==> src/inc/adcc_consts.vh <==
// Constants for the converter control and result interface
`ifndef ADCC_CONSTS_VH
`define ADCC_CONSTS_VH
// Byte offsets on the 8-bit internal bus
`define ADCC_OFS_RES0_HI 4'h0
`define ADCC_OFS_RES0_LO 4'h1
`define ADCC_OFS_RES1_HI 4'h2
`define ADCC_OFS_RES1_LO 4'h3
`define ADCC_OFS_RES2_HI 4'h4
`define ADCC_OFS_RES2_LO 4'h5
`define ADCC_OFS_RES3_HI 4'h6
`define ADCC_OFS_RES3_LO 4'h7
`define ADCC_OFS_CSR 4'h8
`define ADCC_OFS_TRG 4'h9
// Control/status fields
`define ADCC_CSR_END 7
`define ADCC_CSR_IE 6
`define ADCC_CSR_ST 5
`define ADCC_CSR_SCAN 4
`define ADCC_CSR_CKS 3
`define ADCC_CSR_GRP 2
`define ADCC_CSR_RESET 8'h00
`define ADCC_TRG_EN 7
`define ADCC_TRG_RESET 8'h7f
`define ADCC_TRG_RSVD 7'h7f
`define ADCC_RES_RESET 10'h000
// Conversion lengths in system states
`define ADCC_FIRST_SLOW 9'd266
`define ADCC_FIRST_FAST 9'd134
`define ADCC_NEXT_SLOW 9'd256
`define ADCC_NEXT_FAST 9'd128
`endif

==> src/adcc_conv_timer.v <==
// Conversion length timer: counts one conversion and pulses at its end
`timescale 1ns/1ps
`default_nettype none
`include "adcc_consts.vh"
module adcc_conv_timer (
  input wire sys_clk,
  input wire reset_n,
  input wire run,
  input wire launch,
  input wire first,
  input wire fast,
  output wire done
);
  reg [8:0] cnt_q;
  reg [8:0] cnt_d;
  wire [8:0] len;
  // First conversion uses the longest start delay, later ones a fixed length
  assign len = first ? (fast ? `ADCC_FIRST_FAST : `ADCC_FIRST_SLOW) :
               (fast ? `ADCC_NEXT_FAST : `ADCC_NEXT_SLOW);
  // A fresh start hides the old count's end; gated by first, not launch, so no loop
  assign done = run && !first && (cnt_q == 9'h001);
  always @* begin
    cnt_d = cnt_q;
    if (!run) begin
      cnt_d = 9'h000;
    end else if (launch) begin
      cnt_d = len;
    end else if (cnt_q != 9'h000) begin
      cnt_d = cnt_q - 9'h001;
    end
  end
  always @(posedge sys_clk) begin
    if (!reset_n) begin
      cnt_q <= 9'h000;
    end else begin
      cnt_q <= cnt_d;
    end
  end
endmodule
`default_nettype wire

==> src/adcc_top.v <==
// Control, status and result registers of the eight-channel converter
`timescale 1ns/1ps
`default_nettype none
`include "adcc_consts.vh"
// Function
// - Reset or standby clears control/status to zero.
// - End flag sets after single conversion or after full scan pass.
// - Writing 0 clears end flag only after it was read as 1.
// - DMA access to a result register clears the end flag.
// - End flag bit accepts only 0; writing 1 leaves it unchanged.
// - Interrupt enable gates the end-of-conversion request.
// - Start bit reads 1 while running; write 1 starts, 0 halts.
// - Single mode converts once then clears start bit.
// - Scan mode repeats over selected channels until start cleared.
// - With trigger enabled, falling trigger pin edge sets start bit.
// - With trigger disabled, trigger pin is ignored.
// - Mode bit: 0 single, 1 scan.
// - Speed select: 266 or 134 states maximum per conversion.
// - Group bit plus index select channel or scan range.
// - Trigger register resets to 7F; reserved bits read 1.
// - Upper byte read copies lower byte into the temporary latch.
// - Lower byte read returns the temporary latch.
// - Results are 10 bits left aligned; low six bits read 0.
// - Each result register serves same index of both groups.
// - Later scan conversions take fixed 256 or 128 states.
// - Scan start always begins at the group's first channel.
module adcc_top (
  input wire sys_clk,
  input wire reset_n,
  input wire standby,
  input wire [3:0] bus_addr,
  input wire bus_rd,
  input wire bus_wr,
  input wire [7:0] bus_wdata,
  input wire bus_dma,
  output reg [7:0] bus_rdata,
  input wire ext_trigger_pin,
  input wire [9:0] conv_data,
  output wire [2:0] analog_channel,
  output wire sample_strobe,
  output wire end_of_conversion_irq
);
  //////////////////////////////////////////////////////////////////////////
  reg conversion_end_flag_q;
  reg end_irq_enable_q;
  reg convert_start_bit_q;
  reg scan_mode_q;
  reg conversion_speed_select_q;
  reg group_select_bit_q;
  reg channel_index_high_q;
  reg channel_index_low_q;
  reg ext_trigger_enable_q;
  reg flag_seen_q;
  reg trig_prev_q;
  reg running_q;
  reg first_q;
  reg [1:0] chan_q;
  reg [9:0] res_q [0:3];
  reg [7:0] temp_q;
  reg [7:0] rdata_d;
  wire clr_all;
  wire [7:0] csr_val;
  wire [7:0] trg_val;
  wire csr_wr;
  wire trg_wr;
  wire res_acc;
  wire res_hi_rd;
  wire res_lo_rd;
  wire [1:0] res_idx;
  wire trig_fall;
  wire start_req;
  wire launch;
  wire conv_done;
  wire pass_end;
  wire [1:0] last_chan;
  integer i;

  assign clr_all = !reset_n || standby;
  assign csr_val = {conversion_end_flag_q, end_irq_enable_q, convert_start_bit_q,
                    scan_mode_q, conversion_speed_select_q, group_select_bit_q,
                    channel_index_high_q, channel_index_low_q};
  assign trg_val = {ext_trigger_enable_q, `ADCC_TRG_RSVD};
  assign csr_wr = bus_wr && (bus_addr == `ADCC_OFS_CSR);
  assign trg_wr = bus_wr && (bus_addr == `ADCC_OFS_TRG);
  assign res_acc = (bus_rd || bus_wr) && !bus_addr[3];
  assign res_hi_rd = bus_rd && !bus_addr[3] && !bus_addr[0];
  assign res_lo_rd = bus_rd && !bus_addr[3] && bus_addr[0];
  assign res_idx = bus_addr[2:1];
  assign last_chan = {channel_index_high_q, channel_index_low_q};

  //////////////////////////////////////////////////////////////////////////
  // Trigger edge: pin is taken as synchronous to sys_clk
  assign trig_fall = trig_prev_q && !ext_trigger_pin && ext_trigger_enable_q;
  // Write of 1 into the start bit, or a qualified trigger edge
  assign start_req = (csr_wr && bus_wdata[`ADCC_CSR_ST]) || trig_fall;
  // A fresh start always reloads the first channel, even if already running
  assign launch = start_req || (running_q && conv_done && convert_start_bit_q &&
                  scan_mode_q);

  adcc_conv_timer u_timer (
    .sys_clk(sys_clk),
    .reset_n(reset_n && !standby),
    .run(convert_start_bit_q || start_req),
    .launch(launch),
    .first(start_req),
    .fast(start_req && csr_wr ? bus_wdata[`ADCC_CSR_CKS] : conversion_speed_select_q),
    .done(conv_done)
  );

  // Scan pass ends at the indexed channel; single mode ends every time
  assign pass_end = !scan_mode_q || (chan_q == last_chan);
  assign analog_channel = {group_select_bit_q,
                           scan_mode_q ? chan_q : last_chan};
  assign sample_strobe = conv_done && convert_start_bit_q;
  assign end_of_conversion_irq = conversion_end_flag_q && end_irq_enable_q;

  //////////////////////////////////////////////////////////////////////////
  // Control/status register
  always @(posedge sys_clk) begin
    if (clr_all) begin
      {conversion_end_flag_q, end_irq_enable_q, convert_start_bit_q, scan_mode_q,
       conversion_speed_select_q, group_select_bit_q, channel_index_high_q,
       channel_index_low_q} <= `ADCC_CSR_RESET;
      flag_seen_q <= 1'b0;
      running_q <= 1'b0;
      first_q <= 1'b0;
      chan_q <= 2'b00;
    end else begin
      if (csr_wr) begin
        end_irq_enable_q <= bus_wdata[`ADCC_CSR_IE];
        scan_mode_q <= bus_wdata[`ADCC_CSR_SCAN];
        conversion_speed_select_q <= bus_wdata[`ADCC_CSR_CKS];
        group_select_bit_q <= bus_wdata[`ADCC_CSR_GRP];
        channel_index_high_q <= bus_wdata[1];
        channel_index_low_q <= bus_wdata[0];
      end
      // Arm the clear only by reading the flag while set
      if (bus_rd && (bus_addr == `ADCC_OFS_CSR) && conversion_end_flag_q) begin
        flag_seen_q <= 1'b1;
      end
      // Clearing events first, setting last so a coincident set wins
      if ((csr_wr && !bus_wdata[`ADCC_CSR_END] && flag_seen_q) ||
          (bus_dma && res_acc)) begin
        conversion_end_flag_q <= 1'b0;
        flag_seen_q <= 1'b0;
      end
      if (conv_done && convert_start_bit_q && pass_end) begin
        conversion_end_flag_q <= 1'b1;
      end
      // Start bit: halt on written 0, self clear in single mode
      if (csr_wr && !bus_wdata[`ADCC_CSR_ST]) begin
        convert_start_bit_q <= 1'b0;
        running_q <= 1'b0;
      end
      if (conv_done && convert_start_bit_q && !scan_mode_q) begin
        convert_start_bit_q <= 1'b0;
        running_q <= 1'b0;
      end
      if (conv_done && convert_start_bit_q && scan_mode_q) begin
        chan_q <= pass_end ? 2'b00 : chan_q + 2'b01;
        first_q <= 1'b0;
      end
      if (start_req) begin
        convert_start_bit_q <= 1'b1;
        running_q <= 1'b1;
        first_q <= 1'b1;
        chan_q <= 2'b00;
      end
    end
  end

  //////////////////////////////////////////////////////////////////////////
  // Trigger register, edge history and result storage
  always @(posedge sys_clk) begin
    if (clr_all) begin
      ext_trigger_enable_q <= 1'b0;
      trig_prev_q <= 1'b1;
      temp_q <= 8'h00;
      for (i = 0; i < 4; i = i + 1) begin
        res_q[i] <= `ADCC_RES_RESET;
      end
    end else begin
      trig_prev_q <= ext_trigger_pin;
      if (trg_wr) begin
        ext_trigger_enable_q <= bus_wdata[`ADCC_TRG_EN];
      end
      if (sample_strobe) begin
        // Group 0 and group 1 of the same index share one register
        res_q[analog_channel[1:0]] <= conv_data;
      end
      if (res_hi_rd) begin
        temp_q <= {res_q[res_idx][1:0], 6'h00};
      end
    end
  end

  //////////////////////////////////////////////////////////////////////////
  // Read data is registered; it appears one cycle after the read strobe
  always @* begin
    rdata_d = 8'h00;
    if (res_hi_rd) begin
      rdata_d = res_q[res_idx][9:2];
    end else if (res_lo_rd) begin
      rdata_d = temp_q;
    end else if (bus_addr == `ADCC_OFS_CSR) begin
      rdata_d = csr_val;
    end else if (bus_addr == `ADCC_OFS_TRG) begin
      rdata_d = trg_val;
    end
  end

  always @(posedge sys_clk) begin
    if (clr_all) begin
      bus_rdata <= 8'h00;
    end else if (bus_rd) begin
      bus_rdata <= rdata_d;
    end
  end
endmodule
`default_nettype wire

==> config.mk <==
export PLATFORM = sky130hd
export DESIGN_NAME = adcc_top
export DESIGN_NICKNAME = d
export VERILOG_FILES = /design/src/adcc_conv_timer.v /design/src/adcc_top.v
export VERILOG_INCLUDE_DIRS = /design/src /design/src/inc
export SDC_FILE = /design/constraint.sdc
export NUM_CORES = 1
export LEC_CHECK = 0
export BUFFER_PORTS_ARGS = -buffer_cell sky130_fd_sc_hd__buf_2
export CORE_MARGIN = 2
export CORE_UTILIZATION = 38
export CTS_CLUSTER_DIAMETER = 40
export DETAILED_ROUTE_END_ITERATION = 12
export GPL_ROUTABILITY_DRIVEN = 0
export SYNTH_ARGS = -nofsm -noshare
export SYNTH_HDL_FRONTEND = slang
export SYNTH_HIERARCHICAL = 1
export SYNTH_SLANG_ARGS = --single-unit
==> constraint.sdc <==
create_clock -name sys_clk -period 3.5 [get_ports sys_clk]
set_input_delay 0.175 -clock sys_clk [delete_from_list [all_inputs] [get_ports sys_clk]]
set_output_delay 0.175 -clock sys_clk [all_outputs]
set_load 0.05 [all_outputs]
==> summary.md, run 1 <==
| Metric | Value |
|---|---|
| Global-route wire length before repair | 13.2 mm |
| Die area | 9980 µm² |
| Initial cell density of the core | 39.7% |
| Number of antenna violations at the first check in global routing | 0 |
| Area growth from synthesis to layout | 13.9% |
| Floorplan die width | 99.9 µm |
| Endpoint of the worst hold-timing path | trig_prev_q |
| Final standard cell utilization of the core | 45.2% |
| Endpoint arrival time on the critical path | 2950 ps |
| Clock root buffer | sky130_fd_sc_hd__clkbuf_8 |
| Vias per cell | 5.28 |
| Slowest stage delay, CP | 670 ps |
| Number of gates given a new drive strength after cts | 0 |
| Buffers inserted during post-CTS setup optimization | 0 |
| Post-cts hold buffer count | 0 |
| Reg2reg setup slack | 530 ps |
| Number of global-route vias before repair | 2,516 |
| WL/cell | 16.9 µm |
| Iter 0 DRT Violations | 96 |
| Ys async rst share | 0% |
| Setup Viol. Count Final | 0 |
| Net count, final | 386 |
| Syn Area/Cell | 11.1 µm² |
| Number of buffers on the longest clock path | 2 |
| Number of pins with negative max-slew slack in the final report | 0 |
| Clk pwr share | 40.5% |
| Critical path peak fanout | 11 |
| Height of the chip | 99.9 µm |
| Final std cell area, no fill | 3980 µm² |
| Capture instance of the worst register-to-register path | res_q[1][4] |
| Launch instance of the worst min-delay path | ext_trigger_pin |
| Share of cells above drive strength 1 | 23.3% |
| Number of storage elements in the synthesis netlist | 72 |
| GR Overflow Total | 0 |
| Largest net degree at the start of global routing | 21 |
| Commonest cells after routing, fill and taps aside | 41 x sky130_fd_sc_hd__and2_1, 41 x sky130_fd_sc_hd__buf_2, 40 x sky130_fd_sc_hd__edfxtp_1 |
| CP delay by family, top | simple AND/OR/NAND/NOR gates |
| Total of max-cap violations | 0 |
| Number of synthesized flops with an enable pin | 40 |
| Gate count after technology mapping | 316 |
| Power density cells | 435 nW/µm² |
| Dominant synthesized flop cell | sky130_fd_sc_hd__edfxtp_1 |
| P_sw | 437 µW |
| Clock network latency to the later pin of the worst-skew pair | 350 ps |
| Number of remaining DRC errors | 0 |
| Sequential share of power | 53.2% |
| Pre-antenna DRT Iters | 4 |
| Total clock buffers created by CTS | 9 |
| CTS tree | yes |
| Post-route met1 wirelength | 3.73 mm |
| Post-CTS clock slew at the launch and capture registers of the worst setup and hold paths | 90 ps |
| Post-detailed-routing wire length | 7.91 mm |
| Post-DP HPWL | 5.65 mm |
| Clk_skew | 12.6 ps |
| Number of endpoints with negative hold slack in the final report | 0 |
| Setup repair after global routing missed its margin | no |
| Filler cells | 854 |
| Yosys synthesis warning count | 6 |
| Type of the tightest min-delay check | input pin to register |
| IO Count | 42 |
| Total routing usage reported by global routing | 17.2% |
| CP endpoint kind | register |
| Fraction of post-synthesis cell area in the top cell type by area | 34.4% |
| Antenna fix cells | 0 |
| Fin crit period | 2970 ps |
| Number of different library cells in the post-synthesis netlist | 59 |
| Number of nets with antenna violations after detailed routing | 0 |
| Combinational share of power | 6.4% |
| Largest cells by area after synthesis | sky130_fd_sc_hd__edfxtp_1 34%, sky130_fd_sc_hd__dfxtp_1 18%, sky130_fd_sc_hd__and2_1 7.3% |
| Type of the worst setup path | register to register |
| Vias | 2,470 |
| Least-Margin Pin Slew | 539 ps |
| CTS sink cnt | 72 |
| Number of instances on the worst hold path | 2 |
| Crit-path cells | or4_1 -> nor4_1 -> and4b_1 -> and3_1 -> nand2b_1 |
| Reported leakage power | 0.00153 µW |
| Register area share after synthesis | 52.7% |
| Worst path slowest cell | sky130_fd_sc_hd__or4_1 |
| Worst Path Required | 3490 ps |
| Post-Syn Area | 3500 µm² |
| Number of I/O port buffers | 41 |
| Met3 routed wirelength | 269 µm |
| Cell count of the worst reg-to-reg path | 5 |
| Internal Dissipation | 1300 µW |
| Bufs and invs on worst path | 0 |
| Element type at the critical path start | register |
| IR Drop Worst-Case VDD | 243 µV |
| Startpoint of the worst register-to-register path | u_timer/cnt_q[4] |
| Depth of the CTS H-tree | 3 |
| Max_slew headroom | 63.9% |
| Cell Rows | 34 |
| Top achievable clock speed | 0.337 GHz |
| Max Used Layer | met4 |
| Dpl cell area | 3770 µm² |
| Area of the core | 8810 µm² |
| Final period util | 84.8% |
| Cell type with the largest total area after synthesis | sky130_fd_sc_hd__edfxtp_1 |
| Net switching share of the total power | 25.2% |
| Status | complete, no violations |
| Setup tns final | 0 ps |
| Syn Nets | 347 |
| Sum of met2 wire segment lengths after detailed routing | 3.85 mm |
-- routing by layer --
metal	GRT usage (%)	vias up
met2	28.6	45
met4	4.74	0
met5	0	-
met3	3.83	6
li1	-	1227
met1	22.9	1192
-- logic make-up after synthesis --
logic type | share of synthesized area (%)
AO/OA/AOI/OAI | 12.3
XOR/XNOR | 1.75
adder cells (fa/ha/maj) | 0.716
buffers and inverters | 4.40
flip-flops | 52.7
multiplexers | 7.62
AND/OR/NAND/NOR | 20.5
-- per-stage QoR --
step / worst slack, ps / hold slack, ps / total power, µW / instances
after CTS: 504 / 8.41 / 1750 / 468
after detailed placement: 432 / 390 / 1050 / 452
after global routing: 279 / 46.9 / 1800 / 468
final: 532 / 26.6 / 1730 / 468
after floorplan: 559 / 276 / 1010 / 316
after global placement: 520 / 388 / 1050 / 452
-- Yosys cell counts (all sizes together), types with 3 or more instances --
library cell,instances
mux4,10
mux2i,3
o21ai,27
nand2,19
nand3,14
nor2,9
dfxtp,32
edfxtp,40
nor3,6
and2,41
or3b,3
nand2b,7
a31oi,7
a21oi,16
buf,11
nor4,4
nand3b,4
inv,12
clkbuf,8
xor2,5
-- cell type report --
class	count	area, µm²	share of cell area (%)
Clock buffer	9	124	3.11
Clock inverter	7	83.8	2.11
Inverter	12	45.0	1.13
Multi-Input combinational cell	213	1500	37.7
Sequential cell	72	1840	46.3
Tap cell	108	135	3.40
Timing Repair Buffer	47	250	6.29
-- flip-flops by register name, indices dropped and copies added (netlist names), 2 cells and up --
signal / count
u_timer/cnt_q: 9
res_q: 40
bus_rdata: 8
temp_q: 2
chan_q: 2
-- worst max path at each step --
stage             endpoint  slack, ps  cells after the start        startpoint
6_report       res_q[1][4]        530                      5  u_timer/cnt_q[4]
5_1_grt        res_q[1][6]        280                      5  u_timer/cnt_q[4]
4_1_cts        res_q[1][6]        500                      5  u_timer/cnt_q[4]
3_5_place_dp   res_q[1][0]        430                      8       bus_addr[1]
3_3_place_gp   res_q[1][0]        520                      8       bus_addr[1]
2_1_floorplan  res_q[3][0]        560                      5  u_timer/cnt_q[4]
-- power groups by stage --
stage	clock, µW	combinational (µW)	sequential [µW]
6_report	701	111	921
2_1_floorplan	0	60.3	946
3_3_place_gp	0	111	939
3_5_place_dp	0	112	940
4_1_cts	713	112	921
5_1_grt	751	121	923
-- worst reg2reg max path, delay by kind of cell (launching register included) --
family,cells,cell delay (ps)
flip-flops,1,360
AND/OR/NAND/NOR,5,2260
Power figures use the tool's default switching activity.
==> run 2, diff against run 1 <==
--- a/config.mk
+++ b/config.mk
@@ -6,6 +6,7 @@
 export SDC_FILE = /design/constraint.sdc
 export NUM_CORES = 1
 export LEC_CHECK = 0
+export ABC_AREA = 1
 export BUFFER_PORTS_ARGS = -buffer_cell sky130_fd_sc_hd__buf_2
 export CORE_MARGIN = 2
 export CORE_UTILIZATION = 38
==> constraint.sdc (replaced) <==
create_clock -name sys_clk -period 2.45 [get_ports sys_clk]
set_input_delay 0.1225 -clock sys_clk [delete_from_list [all_inputs] [get_ports sys_clk]]
set_output_delay 0.1225 -clock sys_clk [all_outputs]
set_load 0.05 [all_outputs]
==> summary.md, run 2 <==
| Metric | Value |
|---|---|
| Number of flip-flops under the largest register name | 40 |
| Critical path peak fanout | 13 |
| Least-Margin Pin Slew | 520 ps |
| Largest cells by area after synthesis | sky130_fd_sc_hd__edfxtp_1 33%, sky130_fd_sc_hd__dfxtp_1 18%, sky130_fd_sc_hd__nand2_1 9.7% |
| Yosys synthesis warning count | 6 |
| Number of I/O port buffers | 41 |
| Element type at the critical path start | input pin |
| Net switching share of the total power | 23.2% |
| Register area share after synthesis | 51.1% |
| Ys async rst share | 0% |
| Internal Dissipation | 1940 µW |
| Largest net degree at the start of global routing | 24 |
| Final standard cell utilization of the core | 45.3% |
| Gate count after technology mapping | 435 |
| Number of storage elements in the synthesis netlist | 72 |
| Vias | 2,942 |
| CTS sink cnt | 72 |
| Syn Area/Cell | 8.28 µm² |
| Bufs and invs on worst path | 6 |
| Syn Nets | 466 |
| Total of max-cap violations | 0 |
| Clock root buffer | sky130_fd_sc_hd__clkbuf_8 |
| Number of endpoints with negative hold slack in the final report | 0 |
| WL/cell | 13.7 µm |
| Crit path to | res_q[2][3] |
| GR Overflow Total | 0 |
| Filler cells | 907 |
| CTS tree | yes |
| IO Count | 42 |
| Cell count of the worst reg-to-reg path | 13 |
| Post-CTS clock slew at the launch and capture registers of the worst setup and hold paths | 70 ps |
| Setup Viol. Count Final | 0 |
| Clk pwr share | 40.1% |
| Endpoint arrival time on the critical path | 2350 ps |
| Number of different library cells in the post-synthesis netlist | 35 |
| Number of buffers on the longest clock path | 2 |
| P_sw | 585 µW |
| Buffers inserted during post-CTS setup optimization | 0 |
| Vias per cell | 4.77 |
| Post-Syn Area | 3600 µm² |
| Final period util | 93.5% |
| Sequential share of power | 52.1% |
| Power density cells | 602 nW/µm² |
| Cell type with the largest total area after synthesis | sky130_fd_sc_hd__edfxtp_1 |
| Cell Rows | 35 |
| Commonest cells after routing, fill and taps aside | 92 x sky130_fd_sc_hd__nand2_1, 57 x sky130_fd_sc_hd__nor2_1, 43 x sky130_fd_sc_hd__inv_1 |
| Most frequent standard cell in the layout excluding fill and tap cells | sky130_fd_sc_hd__nand2_1 |
| Type of the tightest min-delay check | input pin to register |
| Number of global-route vias before repair | 2,842 |
| Total clock buffers created by CTS | 9 |
| Most repeated library cell on the critical path | sky130_fd_sc_hd__nand2_1 |
| Max_slew headroom | 65.2% |
| Iter 0 DRT Violations | 190 |
| Crit-path cells | dlygate4sd3_1 -> buf_2 -> inv_1 -> nand3_1 -> nand2_1 -> inv_2 -> nand2_1 -> nand3b_1 -> nor3_2 -> nand2_1 -> inv_4 -> nand2_8 -> nor2_4 -> nand2_1 -> nand2_1 -> buf_4 |
| Pre-antenna DRT Iters | 4 |
| Dominant cell by count in the synthesized netlist | sky130_fd_sc_hd__nand2_1 |
| Startpoint of the most critical setup path | ext_trigger_pin |
| Clk_skew | 11.2 ps |
| Share of cells above drive strength 1 | 23.6% |
| Height of the chip | 101 µm |
| Status | complete, no violations |
| Number of nets with antenna violations after detailed routing | 0 |
| Reported leakage power | 0.00183 µW |
| Worst Path Required | 2500 ps |
| Reg2reg setup slack | 240 ps |
| CP endpoint kind | register |
| Startpoint of the worst register-to-register path | ext_trigger_enable_q |
| Number of synthesized flops with an enable pin | 40 |
| Dominant synthesized flop cell | sky130_fd_sc_hd__edfxtp_1 |
| IR Drop Worst-Case VDD | 223 µV |
| Number of remaining DRC errors | 0 |
| Net count, final | 514 |
| Slowest stage delay, CP | 530 ps |
| Initial cell density of the core | 39.0% |
| Number of pins with negative max-slew slack in the final report | 0 |
| Global-route wire length before repair | 13.8 mm |
| Clock network latency to the later pin of the worst-skew pair | 350 ps |
| Ranking of synthesized cells by instance count | 93 x sky130_fd_sc_hd__nand2_1, 57 x sky130_fd_sc_hd__nor2_1, 43 x sky130_fd_sc_hd__inv_1 |
| Biggest registers after layout | res_q (40), u_timer/cnt_q (9), bus_rdata (8) |
| Type of the worst setup path | input pin to register |
| Top achievable clock speed | 0.436 GHz |
| Post-DP HPWL | 6.06 mm |
| Fraction of post-synthesis cell area in the top cell type by area | 33.3% |
| Post-detailed-routing wire length | 8.43 mm |
| Capture instance of the worst register-to-register path | res_q[2][3] |
| Depth of the critical timing path with buffers and inverters included | 16 |
| Antenna fix cells | 0 |
| Combinational share of power | 7.8% |
| Depth of the CTS H-tree | 3 |
| Number of antenna violations at the first check in global routing | 0 |
| Floorplan die width | 101 µm |
| Dpl cells | 600 |
| CP delay by family, top | simple AND/OR/NAND/NOR gates |
| Die area | 10,300 µm² |
| Area growth from synthesis to layout | 16.3% |
| Worst path slowest cell | sky130_fd_sc_hd__dlygate4sd3_1 |
| Non-filler cells, final | 617 |
| Total routing usage reported by global routing | 17.5% |
| Fin crit period | 2290 ps |
| Register containing the most flip-flops in the final layout | res_q |
| Area of the core | 9240 µm² |
-- run 2: cell types whose count changed after synthesis, moves of 10 or more --
| cell | before | now |
|---|---|---|
| sky130_fd_sc_hd__nand2_1 | 19 | 93 |
| sky130_fd_sc_hd__nor2_2 | 0 | 21 |
| sky130_fd_sc_hd__and2_1 | 41 | 0 |
| sky130_fd_sc_hd__o21ai_1 | 9 | 20 |
| sky130_fd_sc_hd__nand3_1 | 14 | 33 |
| sky130_fd_sc_hd__inv_1 | 10 | 43 |
| sky130_fd_sc_hd__mux4_2 | 10 | 0 |
| sky130_fd_sc_hd__nor2_1 | 9 | 57 |
-- run 2: cell families (layout without fill, tap and decap cells) --
| logic type | count (synthesis) | after routing | synth area share [%] |
|---|---|---|---|
| buffers and inverters | 69 | 122 | 8.72 |
| DFF | 72 | 72 | 51.1 |
| xor gates and xnor gates | 2 | 2 | 0.486 |
| AOI/OAI and AO/OA | 63 | 63 | 9.59 |
| adders and majority gates | 2 | 2 | 0.695 |
| and+or+nand+nor | 227 | 227 | 29.4 |
-- run 2: worst min-delay path by stage --
stage,to,startpoint,slack (ps),depth (start not counted)
final,channel_index_high_q,bus_wdata[1],40,3
after global placement,trig_prev_q,ext_trigger_pin,320,3
after detailed placement,trig_prev_q,ext_trigger_pin,320,3
after floorplan,trig_prev_q,ext_trigger_pin,230,2
after CTS,channel_index_high_q,bus_wdata[1],30,3
after global routing,group_select_bit_q,bus_wdata[2],40,3
-- run 2: layer usage --
layer / routed length (µm) / up-vias / share of wire (%) / GRT usage, %
met1: 3940 / 1347 / 47 / 22.8
li1: - / 1517 / - / -
met3: 302 / 12 / 3.6 / 2.76
met5: 0 / - / 0 / 0
met2: 4050 / 66 / 48 / 29.4
met4: 136 / 0 / 1.6 / 6.55
-- run 2: layout make-up --
cell class	instances	area [µm²]	area share [%]
flip-flops and latches	72	1840	44.0
clock inverters	6	85.1	2.03
multi-input cells	294	1460	34.9
inverters	52	198	4.72
repair buffers	54	313	7.47
well taps	129	161	3.85
clock buffers	10	128	3.05
-- run 2: what timing repair did --
item	CTS	global route
hold buffers	1	0
resized for setup	0	6
endpoints found under the hold margin	1	0
setup endpoints to repair	0	34
-- run 2: through the flow --
step	setup slack (ps)	power, µW	instance area, µm²	TNS [ps]	hold WS (ps)
after floorplan	46.5	1460	3600	0	227
after global placement	117	1530	3940	0	321
after detailed placement	36.8	1540	3940	0	321
after CTS	59.8	2540	4160	0	26.4
after global routing	-23.2	2620	4190	-128	35.6
final	158	2520	4190	0	37.6
-- run 2: worst min-delay path, cell delays in order --
cell and delay (ps):
sky130_fd_sc_hd__buf_2 100, sky130_fd_sc_hd__nand2_1 60, sky130_fd_sc_hd__a21oi_1 50
-- run 2: power groups by stage --
stage	logic (µW)	clock network, µW	registers (µW)
final	197	1010	1310
after global routing	220	1080	1320
after CTS	196	1030	1320
after detailed placement	194	0	1340
after global placement	192	0	1340
after floorplan	110	0	1350
==> run 3, diff against run 2 <==
--- a/config.mk
+++ b/config.mk
@@ -8,11 +8,14 @@
 export LEC_CHECK = 0
 export ABC_AREA = 1
 export BUFFER_PORTS_ARGS = -buffer_cell sky130_fd_sc_hd__buf_2
+export CAP_MARGIN = 40
 export CORE_MARGIN = 2
-export CORE_UTILIZATION = 38
+export CORE_UTILIZATION = 52
 export CTS_CLUSTER_DIAMETER = 40
 export DETAILED_ROUTE_END_ITERATION = 12
 export GPL_ROUTABILITY_DRIVEN = 0
+export PLACE_DENSITY = 0.75
+export REMOVE_ABC_BUFFERS = 1
 export SYNTH_ARGS = -nofsm -noshare
 export SYNTH_HDL_FRONTEND = slang
 export SYNTH_HIERARCHICAL = 1
==> summary.md, run 3 (synthesis gave the netlist of run 2 again) <==
| Metric | Value |
|---|---|
| Top achievable clock speed | 0.436 GHz |
| Endpoint of the worst hold-timing path | group_select_bit_q |
| Clock network latency to the later pin of the worst-skew pair | 350 ps |
| WL/cell | 14.5 µm |
| Vias per cell | 5.23 |
| Startpoint of the worst register-to-register path | ext_trigger_enable_q |
| Post-DP HPWL | 5.93 mm |
| CTS tree | yes |
| Post-CTS clock slew at the launch and capture registers of the worst setup and hold paths | 70 ps |
| Status | complete, no violations |
| Floorplan die width | 87.2 µm |
| Largest net degree at the start of global routing | 24 |
| Number of remaining DRC errors | 0 |
| Setup tns final | 0 ps |
| Capture instance of the worst register-to-register path | res_q[1][4] |
| Post-detailed-routing wire length | 8.31 mm |
| Number of I/O port buffers | 41 |
| Endpoint arrival time on the critical path | 2350 ps |
| Max_slew headroom | 66.0% |
| Type of the worst setup path | input pin to register |
| CP endpoint kind | register |
| Element type at the critical path start | input pin |
| Setup Viol. Count Final | 0 |
| Total routing usage reported by global routing | 23.1% |
| Commonest cells after routing, fill and taps aside | 90 x sky130_fd_sc_hd__nand2_1, 56 x sky130_fd_sc_hd__nor2_1, 43 x sky130_fd_sc_hd__inv_1 |
| Worst Path Required | 2510 ps |
| Number of global-route vias before repair | 2,768 |
| Place WS | 64.9 ps |
| IO Count | 42 |
| Type of the tightest min-delay check | input pin to register |
| Biggest registers after layout | res_q (40), u_timer/cnt_q (9), bus_rdata (8) |
| Least-Margin Pin Slew | 508 ps |
| Net count, final | 519 |
| Die area | 7610 µm² |
| Cell count of the worst reg-to-reg path | 13 |
| Setup ws final | 156 ps |
| Number of instances on the worst hold path | 3 |
| Cell Rows | 30 |
| Number of antenna violations at the first check in global routing | 0 |
| Clk_skew | 9.23 ps |
| Most frequent standard cell in the layout excluding fill and tap cells | sky130_fd_sc_hd__nand2_1 |
| CTS sink cnt | 72 |
| Final period util | 93.6% |
| Area growth from synthesis to layout | 15.2% |
| Number of pins with negative max-slew slack in the final report | 0 |
| Initial cell density of the core | 53.3% |
| Area of the multi-input gates | 1470 µm² |
| Reg2reg setup slack | 270 ps |
| Height of the chip | 87.2 µm |
| Launch instance of the worst min-delay path | bus_wdata[2] |
| Register containing the most flip-flops in the final layout | res_q |
| Area taken by flip-flops and latches | 1840 µm² |
| IR Drop Worst-Case VDD | 286 µV |
| Number of buffers on the longest clock path | 2 |
| Iter 0 DRT Violations | 263 |
| Total clock buffers created by CTS | 9 |
| Worst hold slack | 13.0 ps |
| Reported leakage power | 0.00185 µW |
| Post-layout total power | 2430 µW |
| Number of endpoints with negative hold slack in the final report | 0 |
| Filler cells | 576 |
| Pre-antenna DRT Iters | 4 |
| Global-route wire length before repair | 13.2 mm |
| Share of cells above drive strength 1 | 24.9% |
| Final standard cell utilization of the core | 61.4% |
| Clock root buffer | sky130_fd_sc_hd__clkbuf_8 |
| Critical path peak fanout | 13 |
| Number of flip-flops under the largest register name | 40 |
| Area of the core | 6760 µm² |
| Vias | 2,997 |
| Number of nets with antenna violations after detailed routing | 0 |
| GR Overflow Total | 0 |
| Antenna fix cells | 0 |
| Fin crit period | 2290 ps |
| Power density cells | 587 nW/µm² |
| Total of max-cap violations | 0 |
| Depth of the CTS H-tree | 3 |
-- run 3: cell types whose count changed in the layout (fill, tap and decap cells not counted), sizes merged --
cell and delta:
buf +5, clkbuf +2, bufinv -1, clkinvlp -1
-- run 3: area by class of cell --
| cell class | instances | share of cell area, % |
|---|---|---|
| tap | 80 | 2.41 |
| timing repair buffer | 59 | 8.44 |
| clock inverter | 4 | 1.06 |
| multi-input combinational | 294 | 35.5 |
| clock buffer | 12 | 3.50 |
| inverter | 52 | 4.70 |
| sequential | 72 | 44.4 |
-- run 3: per-stage QoR --
step	cell area [µm²]	instances
5_1_grt	4150	573
3_3_place_gp	3900	554
6_report	4150	573
2_1_floorplan	3480	418
3_5_place_dp	3900	554
4_1_cts	4100	571
-- run 3: what timing repair did --
item	CTS	global route
endpoints found under the setup margin	0	62
buffers inserted	0	1
gates resized for setup	0	11
hold endpoints to repair	1	0
hold buffers	1	0
-- run 3: worst max path at each step --
stage                                    start                to  slack (ps)  cells past startpoint
after floorplan           ext_trigger_enable_q       res_q[1][0]         -80                     12
after global placement             bus_addr[3]       res_q[2][3]         170                     16
after detailed placement           bus_addr[3]       res_q[2][6]          60                     16
after CTS                      ext_trigger_pin       res_q[2][6]          90                     16
after global routing           ext_trigger_pin  u_timer/cnt_q[3]         -30                     18
final                          ext_trigger_pin       res_q[1][4]         160                     16
-- run 3: power breakdown --
part | internal (µW) | switching (µW) | total [µW]
combinational | 67.1 | 136 | 203
sequential | 1300 | 11.7 | 1320
clock | 492 | 424 | 916
total | 1860 | 571 | 2430
-- run 3: per-layer routing --
layer | wire length, µm | GRT usage (%) | part of all wire [%]
met3 | 441 | 3.13 | 5.3
met1 | 3660 | 29.9 | 44
met2 | 4080 | 38.8 | 49
met5 | 0 | 0 | 0
met4 | 134 | 10.3 | 1.6
-- run 3: worst max-delay path, stage by stage --
cell and delay [ps]:
sky130_fd_sc_hd__dlygate4sd3_1 530, sky130_fd_sc_hd__buf_2 120, sky130_fd_sc_hd__inv_1 70, sky130_fd_sc_hd__nand3_1 80
sky130_fd_sc_hd__nand2_2 120, sky130_fd_sc_hd__inv_2 70, sky130_fd_sc_hd__nand2_1 80, sky130_fd_sc_hd__nand3b_1 100
sky130_fd_sc_hd__nor3_2 220, sky130_fd_sc_hd__nand2_1 120, sky130_fd_sc_hd__inv_2 140, sky130_fd_sc_hd__nand2_8 110
sky130_fd_sc_hd__nor2_4 120, sky130_fd_sc_hd__nand2_1 70, sky130_fd_sc_hd__nand2_1 100, sky130_fd_sc_hd__buf_4 170
